$ cat config.mk
export PLATFORM = sky130hd
export DESIGN_NAME = srx_serial_unit
export DESIGN_NICKNAME = d
export VERILOG_FILES = /design/src/rtl/srx_pkg.sv /design/src/rtl/srx_serial_unit.sv
export VERILOG_INCLUDE_DIRS = /design/src /design/src/rtl
export SDC_FILE = /design/constraint.sdc
export NUM_CORES = 1
export LEC_CHECK = 0
export ABC_AREA = 1
export BUFFER_PORTS_ARGS = -buffer_cell sky130_fd_sc_hd__buf_2
export CORE_ASPECT_RATIO = 1.75
export CORE_MARGIN = 2
export CORE_UTILIZATION = 45
export CTS_CLUSTER_SIZE = 40
export DETAILED_ROUTE_END_ITERATION = 8
export PLACE_DENSITY = 0.72
export SKIP_CTS_REPAIR_TIMING = 1
export SLEW_MARGIN = 25
export SYNTH_ARGS = -nofsm -noshare
export SYNTH_HDL_FRONTEND = slang
export SYNTH_SLANG_ARGS = --single-unit
export TNS_END_PERCENT = 20
$ cat constraint.sdc
create_clock -name clock -period 2.8 [get_ports clock]
set_clock_uncertainty 0.05 [all_clocks]
set_input_delay 0.84 -clock clock [delete_from_list [all_inputs] [get_ports clock]]
set_output_delay 0.84 -clock clock [all_outputs]
set_load 0.02 [all_outputs]
$ cat src/rtl/srx_consts.svh
`ifndef SRX_CONSTS_SVH
`define SRX_CONSTS_SVH

// Register offsets on the plain register port
`define SRX_A_STAT 3'h0
`define SRX_A_DATA 3'h1
`define SRX_A_CTL1 3'h2
`define SRX_A_CTL2 3'h3
`define SRX_A_BAUD 3'h4

// Reset values and writable masks
`define SRX_STAT_RST 8'hc0
`define SRX_CTL_RST 8'h00
`define SRX_DIV_RST 8'h00
`define SRX_CTL1_MASK 8'h07
`define SRX_CTL2_MASK 8'hfd

// Line status bit positions
`define SRX_TX_HOLDING_EMPTY 7
`define SRX_TC 6
`define SRX_FULL 5
`define SRX_IDLE 4
`define SRX_OVR 3
`define SRX_NF 2
`define SRX_FE 1
`define SRX_PE 0

// Flags cleared by the data read / data write sequences
`define SRX_RXCLR 8'h3f
`define SRX_TXCLR 8'hc1

// Control one bit positions
`define SRX_PCE 2
`define SRX_PS 1
`define SRX_PIE 0

// Control two bit positions
`define SRX_TIE 7
`define SRX_TX_DONE_INT_ENABLE 6
`define SRX_RIE 5
`define SRX_LINE_QUIET_INT_ENABLE 4
`define SRX_TE 3
`define SRX_RE 2
`define SRX_SBK 0

// Sample numbers inside one bit (1 to 16)
`define SRX_S_EDGE 5'h01
`define SRX_S_A 5'h03
`define SRX_S_B 5'h05
`define SRX_S_C 5'h07
`define SRX_S_V0 5'h08
`define SRX_S_V2 5'h0a
`define SRX_S_LAST 5'h10

// Frame geometry in bits and sample ticks
`define SRX_DBITS 4'h8
`define SRX_TX_LAST 4'h9
`define SRX_TX_PH_LAST 4'hf
`define SRX_IDLE_TICKS 8'ha0

`endif

$ cat src/rtl/srx_pkg.sv
package srx_pkg;

  // Receiver states, Gray coded along hunt, start, data
  typedef enum logic [1:0] {
    RX_HUNT = 2'b00,
    RX_START = 2'b01,
    RX_DATA = 2'b11
  } srx_rx_state_t;

  // Whole state of the serial unit
  typedef struct packed {
    logic [7:0] ctl1;
    logic [7:0] ctl2;
    logic [7:0] div;
    logic [7:0] tick_cnt;
    logic [7:0] stat;
    logic nf_pend;
    logic idle_arm;
    logic arm;
    logic bnoise;
    logic [7:0] idle_cnt;
    srx_rx_state_t rxs;
    logic [2:0] hist;
    logic [2:0] smp;
    logic [4:0] ph;
    logic [3:0] bitn;
    logic [7:0] rx_sh;
    logic [7:0] rx_hold;
    logic [7:0] tx_hold;
    logic [9:0] tx_sh;
    logic [3:0] tx_ph;
    logic [3:0] tx_bits;
    logic tx_busy;
    logic tx_brk;
    logic txd;
    logic irq;
    logic wake;
    logic [7:0] rdata;
  } srx_state_t;

endpackage

$ cat src/rtl/srx_serial_unit.sv
// Chosen here: strobed register access and the address map.
`include "srx_consts.svh"

//////////////////////////////////////////////////////////////////////////////
// Contract
// [RULE1] Sixteen samples per bit; bit value is majority of samples 8, 9, 10.
// [RULE2] Data bit with samples 8-10 disagreeing sets noise, majority still used.
// [RULE3] Sample phase counter restarts at every detected start edge.
// [RULE4] Start edge noisy unless the three samples before it were all one.
// [RULE5] A one at start samples 3, 5 or 7 spoils the edge, sets noise.
// [RULE6] A one at start samples 8, 9 or 10 sets noise.
// [RULE7] Any enabled interrupt wakes from wait; wait changes nothing else.
// [RULE8] Halt freezes all registers and traffic; nothing here ends halt.
// [RULE9] One interrupt line; each source needs its enable and clear global mask.
// [RULE10] Enables: tx empty, tx done, rx for full and overrun, idle, parity.
// [RULE11] Status is read only, eight flags, resets to 0xc0.
// [RULE12] Tx empty sets on move to shifter; clears by status then data write.
// [RULE13] No move from holding to shifter while tx empty is set.
// [RULE14] Tx done sets at end of data frame; clears by status then data write.
// [RULE15] Tx done stays clear after a break frame.
// [RULE16] Rx full sets on delivery; clears by status then data read.
// [RULE17] Idle sets once, then not again until rx full sets anew.
// [RULE18] Overrun sets on word ready while full; holding kept, shifter overwritten.
// [RULE19] Noise sets with its frame, no own interrupt, clears on status/data read.
// [RULE20] Framing error on bad stop or break, no interrupt; overrun masks it.
// [RULE21] Parity error on parity failure, interrupt if enabled, clears on sequence.
// [RULE22] Rx interrupt enable requests on overrun or rx full.
// [RULE23] Status read arms; next data access completes the clear.
module srx_serial_unit
  import srx_pkg::*;
#(
  parameter logic [7:0] DIV_RST = `SRX_DIV_RST // Sample tick divisor at reset
)
(
  input wire logic clock, // 125 MHz system clock
  input wire logic resetn, // Asynchronous reset
  input wire logic ce, // Clock enable, freezes all when low
  input wire logic halt_mode, // Halt low-power mode
  input wire logic wait_mode, // Wait low-power mode
  input wire logic irq_mask, // Global interrupt mask
  input wire logic [2:0] addr, // Register address
  input wire logic [7:0] wdata, // Write data
  input wire logic wr, // Write strobe
  input wire logic rd, // Read strobe
  output logic [7:0] rdata, // Read data, one cycle after rd
  input wire logic rxd, // Receive line
  output logic txd, // Transmit line
  output logic irq, // Combined interrupt request
  output logic wake_req // Wake request out of wait
);

  srx_state_t st;
  srx_state_t n;
  logic run;
  logic tick;
  logic maj;
  logic deliver;
  logic fe_now;
  logic perr;
  logic irq_src;
  logic stat_rd;
  logic dat_rd;
  logic dat_wr;

  // Majority of three samples, used for start and data bits
  function automatic logic maj3(input logic [2:0] v);
    maj3 = (v[0] & v[1]) | (v[0] & v[2]) | (v[1] & v[2]);
  endfunction

  // True while a sample number lies in the voting window
  function automatic logic in_vote(input logic [4:0] p);
    in_vote = (p >= `SRX_S_V0) && (p <= `SRX_S_V2);
  endfunction

  //////////////////////////////////////////////////////////////////////////////
  // Access decode
  assign run = ce & ~halt_mode; // [RULE8]
  assign stat_rd = rd && (addr == `SRX_A_STAT);
  assign dat_rd = rd && (addr == `SRX_A_DATA);
  assign dat_wr = wr && (addr == `SRX_A_DATA);

  //////////////////////////////////////////////////////////////////////////////
  // Next state
  always_comb
  begin
    n = st;
    maj = 1'b0;
    deliver = 1'b0;
    fe_now = 1'b0;
    perr = 1'b0;
    tick = (st.tick_cnt == st.div);
    n.tick_cnt = tick ? 8'h00 : st.tick_cnt + 8'h01;

    // Clear sequence; clears come first so that a same-cycle set wins
    if (stat_rd)
    begin
      n.arm = 1'b1; // [RULE23]
    end
    else if (dat_rd || dat_wr)
    begin
      n.arm = 1'b0;
    end
    if (st.arm && dat_rd)
    begin
      n.stat = n.stat & ~`SRX_RXCLR; // [RULE16] [RULE19] [RULE21] [RULE23]
    end
    if (st.arm && dat_wr)
    begin
      n.stat = n.stat & ~`SRX_TXCLR; // [RULE12] [RULE14] [RULE21]
    end

    // Register writes; status has no write path
    if (wr)
    begin
      case (addr)
        `SRX_A_DATA: n.tx_hold = wdata;
        `SRX_A_CTL1: n.ctl1 = wdata & `SRX_CTL1_MASK;
        `SRX_A_CTL2: n.ctl2 = wdata & `SRX_CTL2_MASK;
        `SRX_A_BAUD: n.div = wdata;
        default: n.div = st.div;
      endcase
    end

    // Read data stands for exactly one cycle
    n.rdata = 8'h00;
    if (rd)
    begin
      case (addr)
        `SRX_A_STAT: n.rdata = st.stat; // [RULE11]
        `SRX_A_DATA: n.rdata = st.rx_hold;
        `SRX_A_CTL1: n.rdata = st.ctl1;
        `SRX_A_CTL2: n.rdata = st.ctl2;
        `SRX_A_BAUD: n.rdata = st.div;
        default: n.rdata = 8'h00;
      endcase
    end

    // Receiver, one step per sample tick
    if (tick)
    begin
      case (st.rxs)
        RX_HUNT:
        begin
          n.hist = {st.hist[1:0], rxd};
          // Idle needs ten quiet bit times and a fresh frame since the last one
          if (!rxd)
          begin
            n.idle_cnt = 8'h00;
          end
          else if (st.idle_cnt != `SRX_IDLE_TICKS)
          begin
            n.idle_cnt = st.idle_cnt + 8'h01;
          end
          else if (st.idle_arm)
          begin
            n.stat[`SRX_IDLE] = 1'b1;
            n.idle_arm = 1'b0; // [RULE17]
          end
          if (st.ctl2[`SRX_RE] && st.hist[0] && !rxd)
          begin
            n.rxs = RX_START;
            n.ph = `SRX_S_EDGE; // [RULE3]
            n.bnoise = (st.hist != 3'b111); // [RULE4]
          end
        end
        RX_START:
        begin
          n.ph = st.ph + 5'h01;
          if (rxd && (n.ph == `SRX_S_A || n.ph == `SRX_S_B || n.ph == `SRX_S_C))
          begin
            n.bnoise = 1'b1; // [RULE5]
          end
          if (in_vote(n.ph))
          begin
            n.smp = {st.smp[1:0], rxd};
            if (rxd)
            begin
              n.bnoise = 1'b1; // [RULE6]
            end
          end
          // A start bit voted high is dropped; its noise waits for a real frame
          if (n.ph == `SRX_S_V2 && maj3(n.smp))
          begin
            n.nf_pend = 1'b1;
            n.rxs = RX_HUNT;
            n.hist = n.smp;
          end
          if (n.ph == `SRX_S_LAST)
          begin
            n.rxs = RX_DATA;
            n.ph = 5'h00;
            n.bitn = 4'h0;
          end
        end
        RX_DATA:
        begin
          n.ph = st.ph + 5'h01;
          if (in_vote(n.ph))
          begin
            n.smp = {st.smp[1:0], rxd};
          end
          if (n.ph == `SRX_S_V2)
          begin
            maj = maj3(n.smp); // [RULE1]
            if (n.smp != 3'b000 && n.smp != 3'b111)
            begin
              n.bnoise = 1'b1; // [RULE2]
            end
            if (st.bitn != `SRX_DBITS)
            begin
              n.rx_sh = {maj, st.rx_sh[7:1]};
            end
            else
            begin
              // Stop bit decided at its centre so the next edge can be caught
              deliver = 1'b1;
              fe_now = ~maj; // [RULE20]
              n.rxs = RX_HUNT;
              n.hist = {3{maj}};
              n.idle_cnt = 8'h00;
            end
          end
          if (n.ph == `SRX_S_LAST)
          begin
            n.ph = 5'h00;
            n.bitn = st.bitn + 4'h1;
          end
        end
        default: n.rxs = RX_HUNT;
      endcase
    end

    // Hand the word to software, or flag overrun and keep the old word
    if (deliver)
    begin
      perr = st.ctl1[`SRX_PCE] & ((^st.rx_sh) != st.ctl1[`SRX_PS]);
      if (n.stat[`SRX_FULL])
      begin
        n.stat[`SRX_OVR] = 1'b1; // [RULE18] [RULE20]
      end
      else
      begin
        n.rx_hold = st.rx_sh;
        n.stat[`SRX_FULL] = 1'b1; // [RULE16]
        n.stat[`SRX_NF] = n.stat[`SRX_NF] | n.bnoise | st.nf_pend; // [RULE19]
        n.stat[`SRX_FE] = n.stat[`SRX_FE] | fe_now; // [RULE20]
        n.stat[`SRX_PE] = n.stat[`SRX_PE] | perr; // [RULE21]
        n.nf_pend = 1'b0;
        n.idle_arm = 1'b1; // [RULE17]
      end
    end

    // Transmitter; a break takes priority over pending data
    if (!st.tx_busy)
    begin
      if (st.ctl2[`SRX_TE] && st.ctl2[`SRX_SBK])
      begin
        n.tx_sh = 10'h000;
        n.tx_brk = 1'b1;
        n.tx_busy = 1'b1;
        n.tx_ph = 4'h0;
        n.tx_bits = 4'h0;
      end
      else if (st.ctl2[`SRX_TE] && !st.stat[`SRX_TX_HOLDING_EMPTY]) // [RULE13]
      begin
        n.tx_sh = {1'b1, st.tx_hold, 1'b0};
        n.stat[`SRX_TX_HOLDING_EMPTY] = 1'b1; // [RULE12]
        n.tx_brk = 1'b0;
        n.tx_busy = 1'b1;
        n.tx_ph = 4'h0;
        n.tx_bits = 4'h0;
      end
    end
    else if (tick)
    begin
      n.tx_ph = st.tx_ph + 4'h1;
      if (st.tx_ph == `SRX_TX_PH_LAST)
      begin
        n.tx_sh = {1'b1, st.tx_sh[9:1]};
        n.tx_bits = st.tx_bits + 4'h1;
        if (st.tx_bits == `SRX_TX_LAST)
        begin
          n.tx_busy = 1'b0;
          if (!st.tx_brk)
          begin
            n.stat[`SRX_TC] = 1'b1; // [RULE14] [RULE15]
          end
        end
      end
    end
    n.txd = n.tx_busy ? n.tx_sh[0] : 1'b1;

    // Noise and framing share the rx full request, so they feed nothing here
    irq_src = (n.ctl2[`SRX_TIE] & n.stat[`SRX_TX_HOLDING_EMPTY])
            | (n.ctl2[`SRX_TX_DONE_INT_ENABLE] & n.stat[`SRX_TC])
            | (n.ctl2[`SRX_RIE] & (n.stat[`SRX_FULL] | n.stat[`SRX_OVR]))
            | (n.ctl2[`SRX_LINE_QUIET_INT_ENABLE] & n.stat[`SRX_IDLE])
            | (n.ctl1[`SRX_PIE] & n.stat[`SRX_PE]); // [RULE10] [RULE22]
    n.irq = irq_src & ~irq_mask; // [RULE9]
    n.wake = n.irq & wait_mode; // [RULE7]
  end

  //////////////////////////////////////////////////////////////////////////////
  // State register; halt and a low enable hold everything
  always_ff @(posedge clock or negedge resetn)
  begin
    if (!resetn)
    begin
      st <= '0;
      st.stat <= `SRX_STAT_RST; // [RULE11]
      st.div <= DIV_RST;
      st.hist <= 3'b111;
      st.txd <= 1'b1;
    end
    else if (run) // [RULE8]
    begin
      st <= n;
    end
  end

  // Outputs straight from the state flops
  assign rdata = st.rdata;
  assign txd = st.txd;
  assign irq = st.irq;
  assign wake_req = st.wake;
endmodule

==> flow_metrics.py, run 1 <==
metrics = {
    "sta": {
        "slew_viol_final": 0,
        "finalHoldViolations": 0,
        "tns_ns": 0,
        "max_freq_ghz": 0.4190,
        "layout_worst_path_cycle_share": 0.8524,
        "worst_slew_pin_slew_ns": 0.5536,
        "layout_setup_ws_ns": 0.4133,
        "finalCriticalPeriod_ns": 2.387,
        "rsz0062_at_grt": "false",
        "setup_viol": 0,
        "slew_headroom": 0.6296,
    },
    "synth": {
        "synth_edf_count": 0,
        "synth_top_area_cell": "dfrtp_1",
        "syn_nets": 802,
        "netlist_area_um2": 6225,
        "synthArstFlopShare": 1.000,
        "avgSynthCellArea_um2": 8.074,
        "synthCells": 771,
        "synth_top_area_frac": 0.4503,
        "yosysMostFrequentCell": "nand2_1",
        "synth_area_leaders": "dfrtp_1, nand2_1, inv_1, o21ai_0, nand3_1",
        "yosysUniqueCellTypes": 47,
        "synth-seq-cells": 118,
        "ys_warn_count": 0,
        "ys_dominant_reg_cell": "dfrtp_1",
        "netlist_top_cells_count": "nand2_1, dfrtp_1, inv_1",
        "synth_seq_area_share": 0.4756,
    },
    "detailed_routing": {
        "drtIter0Drc": 315,
        "drc_errors": 0,
        "wl_um": 15290,
        "avgViaCountPerCell": 5.235,
        "ant_nets": 0,
        "route.vias.total": 5219,
        "firstDrtPassIters": 5,
        "wire_per_inst_um": 15.33,
    },
    "global_route": {
        "grt-busiest-layer": "met2",
        "grt-ovfl-total": 0,
        "grt_pass1_vias": 5372,
        "grtUsageMet1": 0.2205,
        "grt_max_degree": 67,
        "grt_use_met3": 0.03455,
        "grt_antenna_before_repair": 0,
        "grt_usage": 0.2187,
        "grt_pass1_wl_um": 25540,
        "globalRouteMet2Util": 0.4193,
    },
    "layout": {
        "fin_cells": 997,
        "fillers": 1293,
        "fin_area_um2": 7131,
        "multi_input_area_um2": 2709,
        "fin_nets": 841,
        "fin_util": 0.5300,
        "antenna_cells": 0,
        "syn_to_final_growth_pct": 14.55,
        "seq_area_um2": 2960,
        "drive_above_1_share": 0.1312,
    },
    "worst_setup_path": {
        "worstSetupStartpoint": "st[106]$_DFFE_PN0P_",
        "critical_path_arrival_ns": 2.67,
        "cp-start-kind": "flop",
        "end_kind": "flop",
        "critPathMaxFanout": 13,
        "critical_path_class": "reg -> reg",
        "worstPathRequired_ns": 3.08,
        "r2r_start": "st[106]$_DFFE_PN0P_",
    },
    "status": {
        "status": "finished clean",
    },
    "place": {
        "gp_congestion": 0.9104,
        "place_ws_ns": 0.3185,
        "hpwlAfterDp_um": 11220,
        "io_buffers": 30,
        "placed_cells": 965,
        "place_area_um2": 6560,
    },
    "clocking": {
        "cts-htree-levels": 4,
        "clk_pin_slew_ns": 0.06,
        "cts_max_path_buffers": 2,
        "cts_inserted_buffers": 17,
        "cts_tree": "yes",
        "cts_sinks": 118,
        "root_buffer": "clkbuf_16",
        "clock_latency_ns": 0.41,
    },
    "floorplan": {
        "start_util": 0.4627,
        "die_h_um": 159.6,
        "io_pins": 31,
        "row_count": 56,
        "die_area_um2": 14830,
        "core_area_um2": 13450,
        "dieWidth_um": 92.91,
    },
    "power_and_ir_drop": {
        "p_per_area_nw_per_um2": 711.0,
        "p_leak_nw": 3.506,
        "peakVddDrop_mv": 0.3957,
    },
    "job": {
        "max_cap_viol_count": 0,
    },
    "hold_path": {
        "min_path_type": "in -> async",
    },
}
## cell usage in the layout (no fill, tap or decap), drive strengths merged, types with 5 or more instances in the layout
master and count:
clkinv 8, nand4 7, nand3 51, buf 42, clkbuf 21, nor2 72
o22ai 12, ha 11, clkinvlp 5, nand2 191, a31oi 11, xor2 16
nor3 14, dfstp 6, dfrtp 112, a21oi 19, inv 107, a221oi 7
o21ai 82, xnor2 7
## flip-flops by register name, indices dropped and copies added (netlist names)
signal	flops
rdata	8
st	107
irq	1
txd	1
wake_req	1
## logic make-up after synthesis
group	synth area share
flops	0.4756
compound gates	0.1331
xor+xnor	0.03236
mux	0.001608
buf+inv	0.08925
simple gates	0.2460
fa+ha+maj	0.02211
## worst max-delay path, cell delays in order, from the launching register on
cell,delay [ns]
dfrtp_1,0.48
inv_1,0.07
nand2_1,0.06
nand2_1,0.05
nor2_1,0.15
nand2_1,0.11
nor2_4,0.31
nand2_4,0.20
clkinv_4,0.14
nand3_2,0.15
inv_2,0.20
nand2_1,0.09
xor2_1,0.15
a21oi_1,0.11
## metrics by stage
stage | hold slack (ns) | power [mW]
6_report | 0.2868 | 5.070
3_5_place_dp | 0.4101 | 3.001
3_3_place_gp | 0.4084 | 2.981
2_1_floorplan | 0.3867 | 2.739
5_1_grt | 0.2980 | 5.326
4_1_cts | 0.2880 | 5.096
## final timing paths
check,slack (ns),depth (start not counted),endpoint
worst max-delay path,0.41,13,st[75]$_DFFE_PN0P_
worst min-delay path,0.29,1,st[55]$_DFFE_PN0P_
worst max register to register,0.41,13,st[75]$_DFFE_PN0P_
worst min register to register,0.42,2,st[69]$_DFFE_PN1P_
max in group asynchronous,1.67,2,st[69]$_DFFE_PN1P_
min in group clock,0.42,2,st[69]$_DFFE_PN1P_
## routing by layer
layer / share of wire / vias up
met5: 0 / -
met4: 0.044 / 0
met3: 0.024 / 40
met2: 0.56 / 97
met1: 0.37 / 2488
li1: - / 2594
## where the power goes
group / internal, mW / switching [mW]
Clock: 1.29 / 0.799
Combinational: 0.302 / 0.470
Sequential: 1.98 / 0.230
## final cells by class
cell class,count,share of cell area
sequential,118,0.4152
multi-input combinational,521,0.3799
clock buffer,21,0.06598
inverter,110,0.05861
timing repair buffer,42,0.03580
tap,174,0.03053
clock inverter,11,0.01404
Note: power is estimated with default switching activity, not from simulation.
==> run 2: changes to the inputs <==
--- a/config.mk
+++ b/config.mk
@@ -7,7 +7,7 @@
 export NUM_CORES = 1
 export LEC_CHECK = 0
 export ABC_AREA = 1
-export BUFFER_PORTS_ARGS = -buffer_cell sky130_fd_sc_hd__buf_2
+export BUFFER_PORTS_ARGS = -buffer_cell sky130_fd_sc_hd__clkbuf_2
 export CORE_ASPECT_RATIO = 1.75
 export CORE_MARGIN = 2
 export CORE_UTILIZATION = 45
==> flow_metrics.py, run 2 (same netlist as run 1, synthesis figures left out) <==
metrics = {
    "status": {
        "status": "finished clean",
    },
    "power_and_ir_drop": {
        "peakVddDrop_mv": 0.4151,
        "p_per_area_nw_per_um2": 729.9,
        "p_leak_nw": 3.521,
        "p_total_mw": 5.229,
    },
    "job": {
        "max_cap_viol_count": 0,
    },
    "layout": {
        "final_cell_mix": "nand2_1, dfrtp_1, inv_1",
        "antenna_cells": 0,
        "regMostFlops": "st",
        "syn_to_final_growth_pct": 15.08,
        "mostFrequentLayoutCell": "nand2_1",
        "largest_register_ffs": 107,
        "drive_above_1_share": 0.1267,
        "fin_nets": 841,
    },
    "clocking": {
        "cts_inserted_buffers": 17,
        "cts_max_path_buffers": 2,
        "clk_pin_slew_ns": 0.05,
        "cts_sinks": 118,
        "root_buffer": "clkbuf_16",
        "clock_latency_ns": 0.42,
        "cts_tree": "yes",
        "cts-htree-levels": 4,
    },
    "worst_setup_path": {
        "cp_cell_sequence": "ha_1 > nand3_1 > nand2_1 > nand2_1 > nor2_4 > inv_2 > nor2_4 > nor2_1 > inv_1 > nand3_2 > inv_2 > nand2_1 > xor2_1 > a21oi_1",
        "r2r_start": "st[59]$_DFFE_PN0P_",
        "critPathMaxFanout": 13,
        "worstPathRequired_ns": 3.08,
        "r2r_cells": 14,
        "crit_top_cell": "nand2_1",
        "cpPeakStageDelay_ns": 0.43,
        "worstReg2RegEnd": "st[75]$_DFFE_PN0P_",
        "end_kind": "flop",
        "worstSetupStartpoint": "st[59]$_DFFE_PN0P_",
        "critical_path_class": "reg -> reg",
        "critical_path.top_delay_family": "simple AND/OR/NAND/NOR gates",
        "critical_path_arrival_ns": 2.63,
        "cp-start-kind": "flop",
        "path_buf_inv": 3,
        "critPathSlowestCell": "dfrtp_1",
        "rrSetupSlack_ns": 0.46,
    },
    "detailed_routing": {
        "ant_nets": 0,
        "route.vias.total": 5205,
        "drtIter0Drc": 238,
        "wl_um": 15050,
        "wire_per_inst_um": 15.12,
        "avgViaCountPerCell": 5.231,
        "drc_errors": 0,
        "firstDrtPassIters": 5,
    },
    "floorplan": {
        "die_h_um": 159.6,
        "dieWidth_um": 92.91,
        "row_count": 56,
        "start_util": 0.4627,
        "io_pins": 31,
        "die_area_um2": 14830,
        "core_area_um2": 13450,
    },
    "sta": {
        "layout_worst_path_cycle_share": 0.8372,
        "finalHoldViolations": 0,
        "whs_ns": 0.3539,
        "worst_slew_pin_slew_ns": 0.5843,
        "setup_viol": 0,
        "slew_viol_final": 0,
        "slew_headroom": 0.6090,
        "tns_ns": 0,
        "max_freq_ghz": 0.4266,
        "rsz0062_at_grt": "false",
        "layout_setup_ws_ns": 0.4558,
        "finalCriticalPeriod_ns": 2.344,
    },
    "place": {
        "hpwlAfterDp_um": 11320,
        "io_buffers": 30,
        "place_ws_ns": 0.3920,
        "gp_congestion": 0.9553,
    },
    "global_route": {
        "grt_pass1_wl_um": 24810,
        "grt_pass1_vias": 5307,
        "grt_usage": 0.2135,
        "grt_antenna_before_repair": 0,
        "grt_max_degree": 48,
        "grt-ovfl-total": 0,
    },
    "hold_path": {
        "min_path_type": "in -> async",
    },
}
-- run 2: changes by cell type in the layout (fill, tap and decap cells not counted), sizes merged --
cell	previous run	this run
clkinvlp	5	3
clkinv	8	6
clkbuf	21	50
inv	107	106
buf	42	13
bufinv	1	4
-- run 2: how the worst max path moves through the flow --
stage / slack [ns] / end / cells after the start
2_1_floorplan: 0.70 / st[99]$_DFFE_PN0P_ / 10
5_1_grt: 0.26 / st[75]$_DFFE_PN0P_ / 14
4_1_cts: 0.44 / st[75]$_DFFE_PN0P_ / 14
3_5_place_dp: 0.39 / st[75]$_DFFE_PN0P_ / 10
3_3_place_gp: 0.40 / st[19]$_DFFE_PN0P_ / 10
6_report: 0.46 / st[75]$_DFFE_PN0P_ / 14
-- run 2: power by group --
| group | internal, mW | switching [mW] |
|---|---|---|
| sequential | 1.98 | 0.229 |
| clock | 1.50 | 0.748 |
| combinational | 0.301 | 0.471 |
-- run 2: area by class of cell --
type                       count  area (um2)
inverter                     110       417.9
sequential                   118        2960
clock inverter                 9       152.6
clock buffer                  21       450.4
multi-input combinational    521        2709
tap                          174       217.7
fill                        1326        6290
timing repair buffer          42       255.2
-- run 2: routing by layer --
layer	vias to the layer above	global-route usage	wire [um]
met5	-	0	0
met4	0	0.09693	526
met3	30	0.04685	399
met2	104	0.4117	8612
met1	2498	0.2093	5510
li1	2573	-	-
-- run 2: metrics by stage --
step,instance area [um2],utilization,std cells
floorplan,6225,-,771
global placement,6560,0.4876,965
detailed placement,6560,0.4876,965
CTS,7163,0.5325,995
global route,7163,0.5325,995
finish,7163,0.5325,995
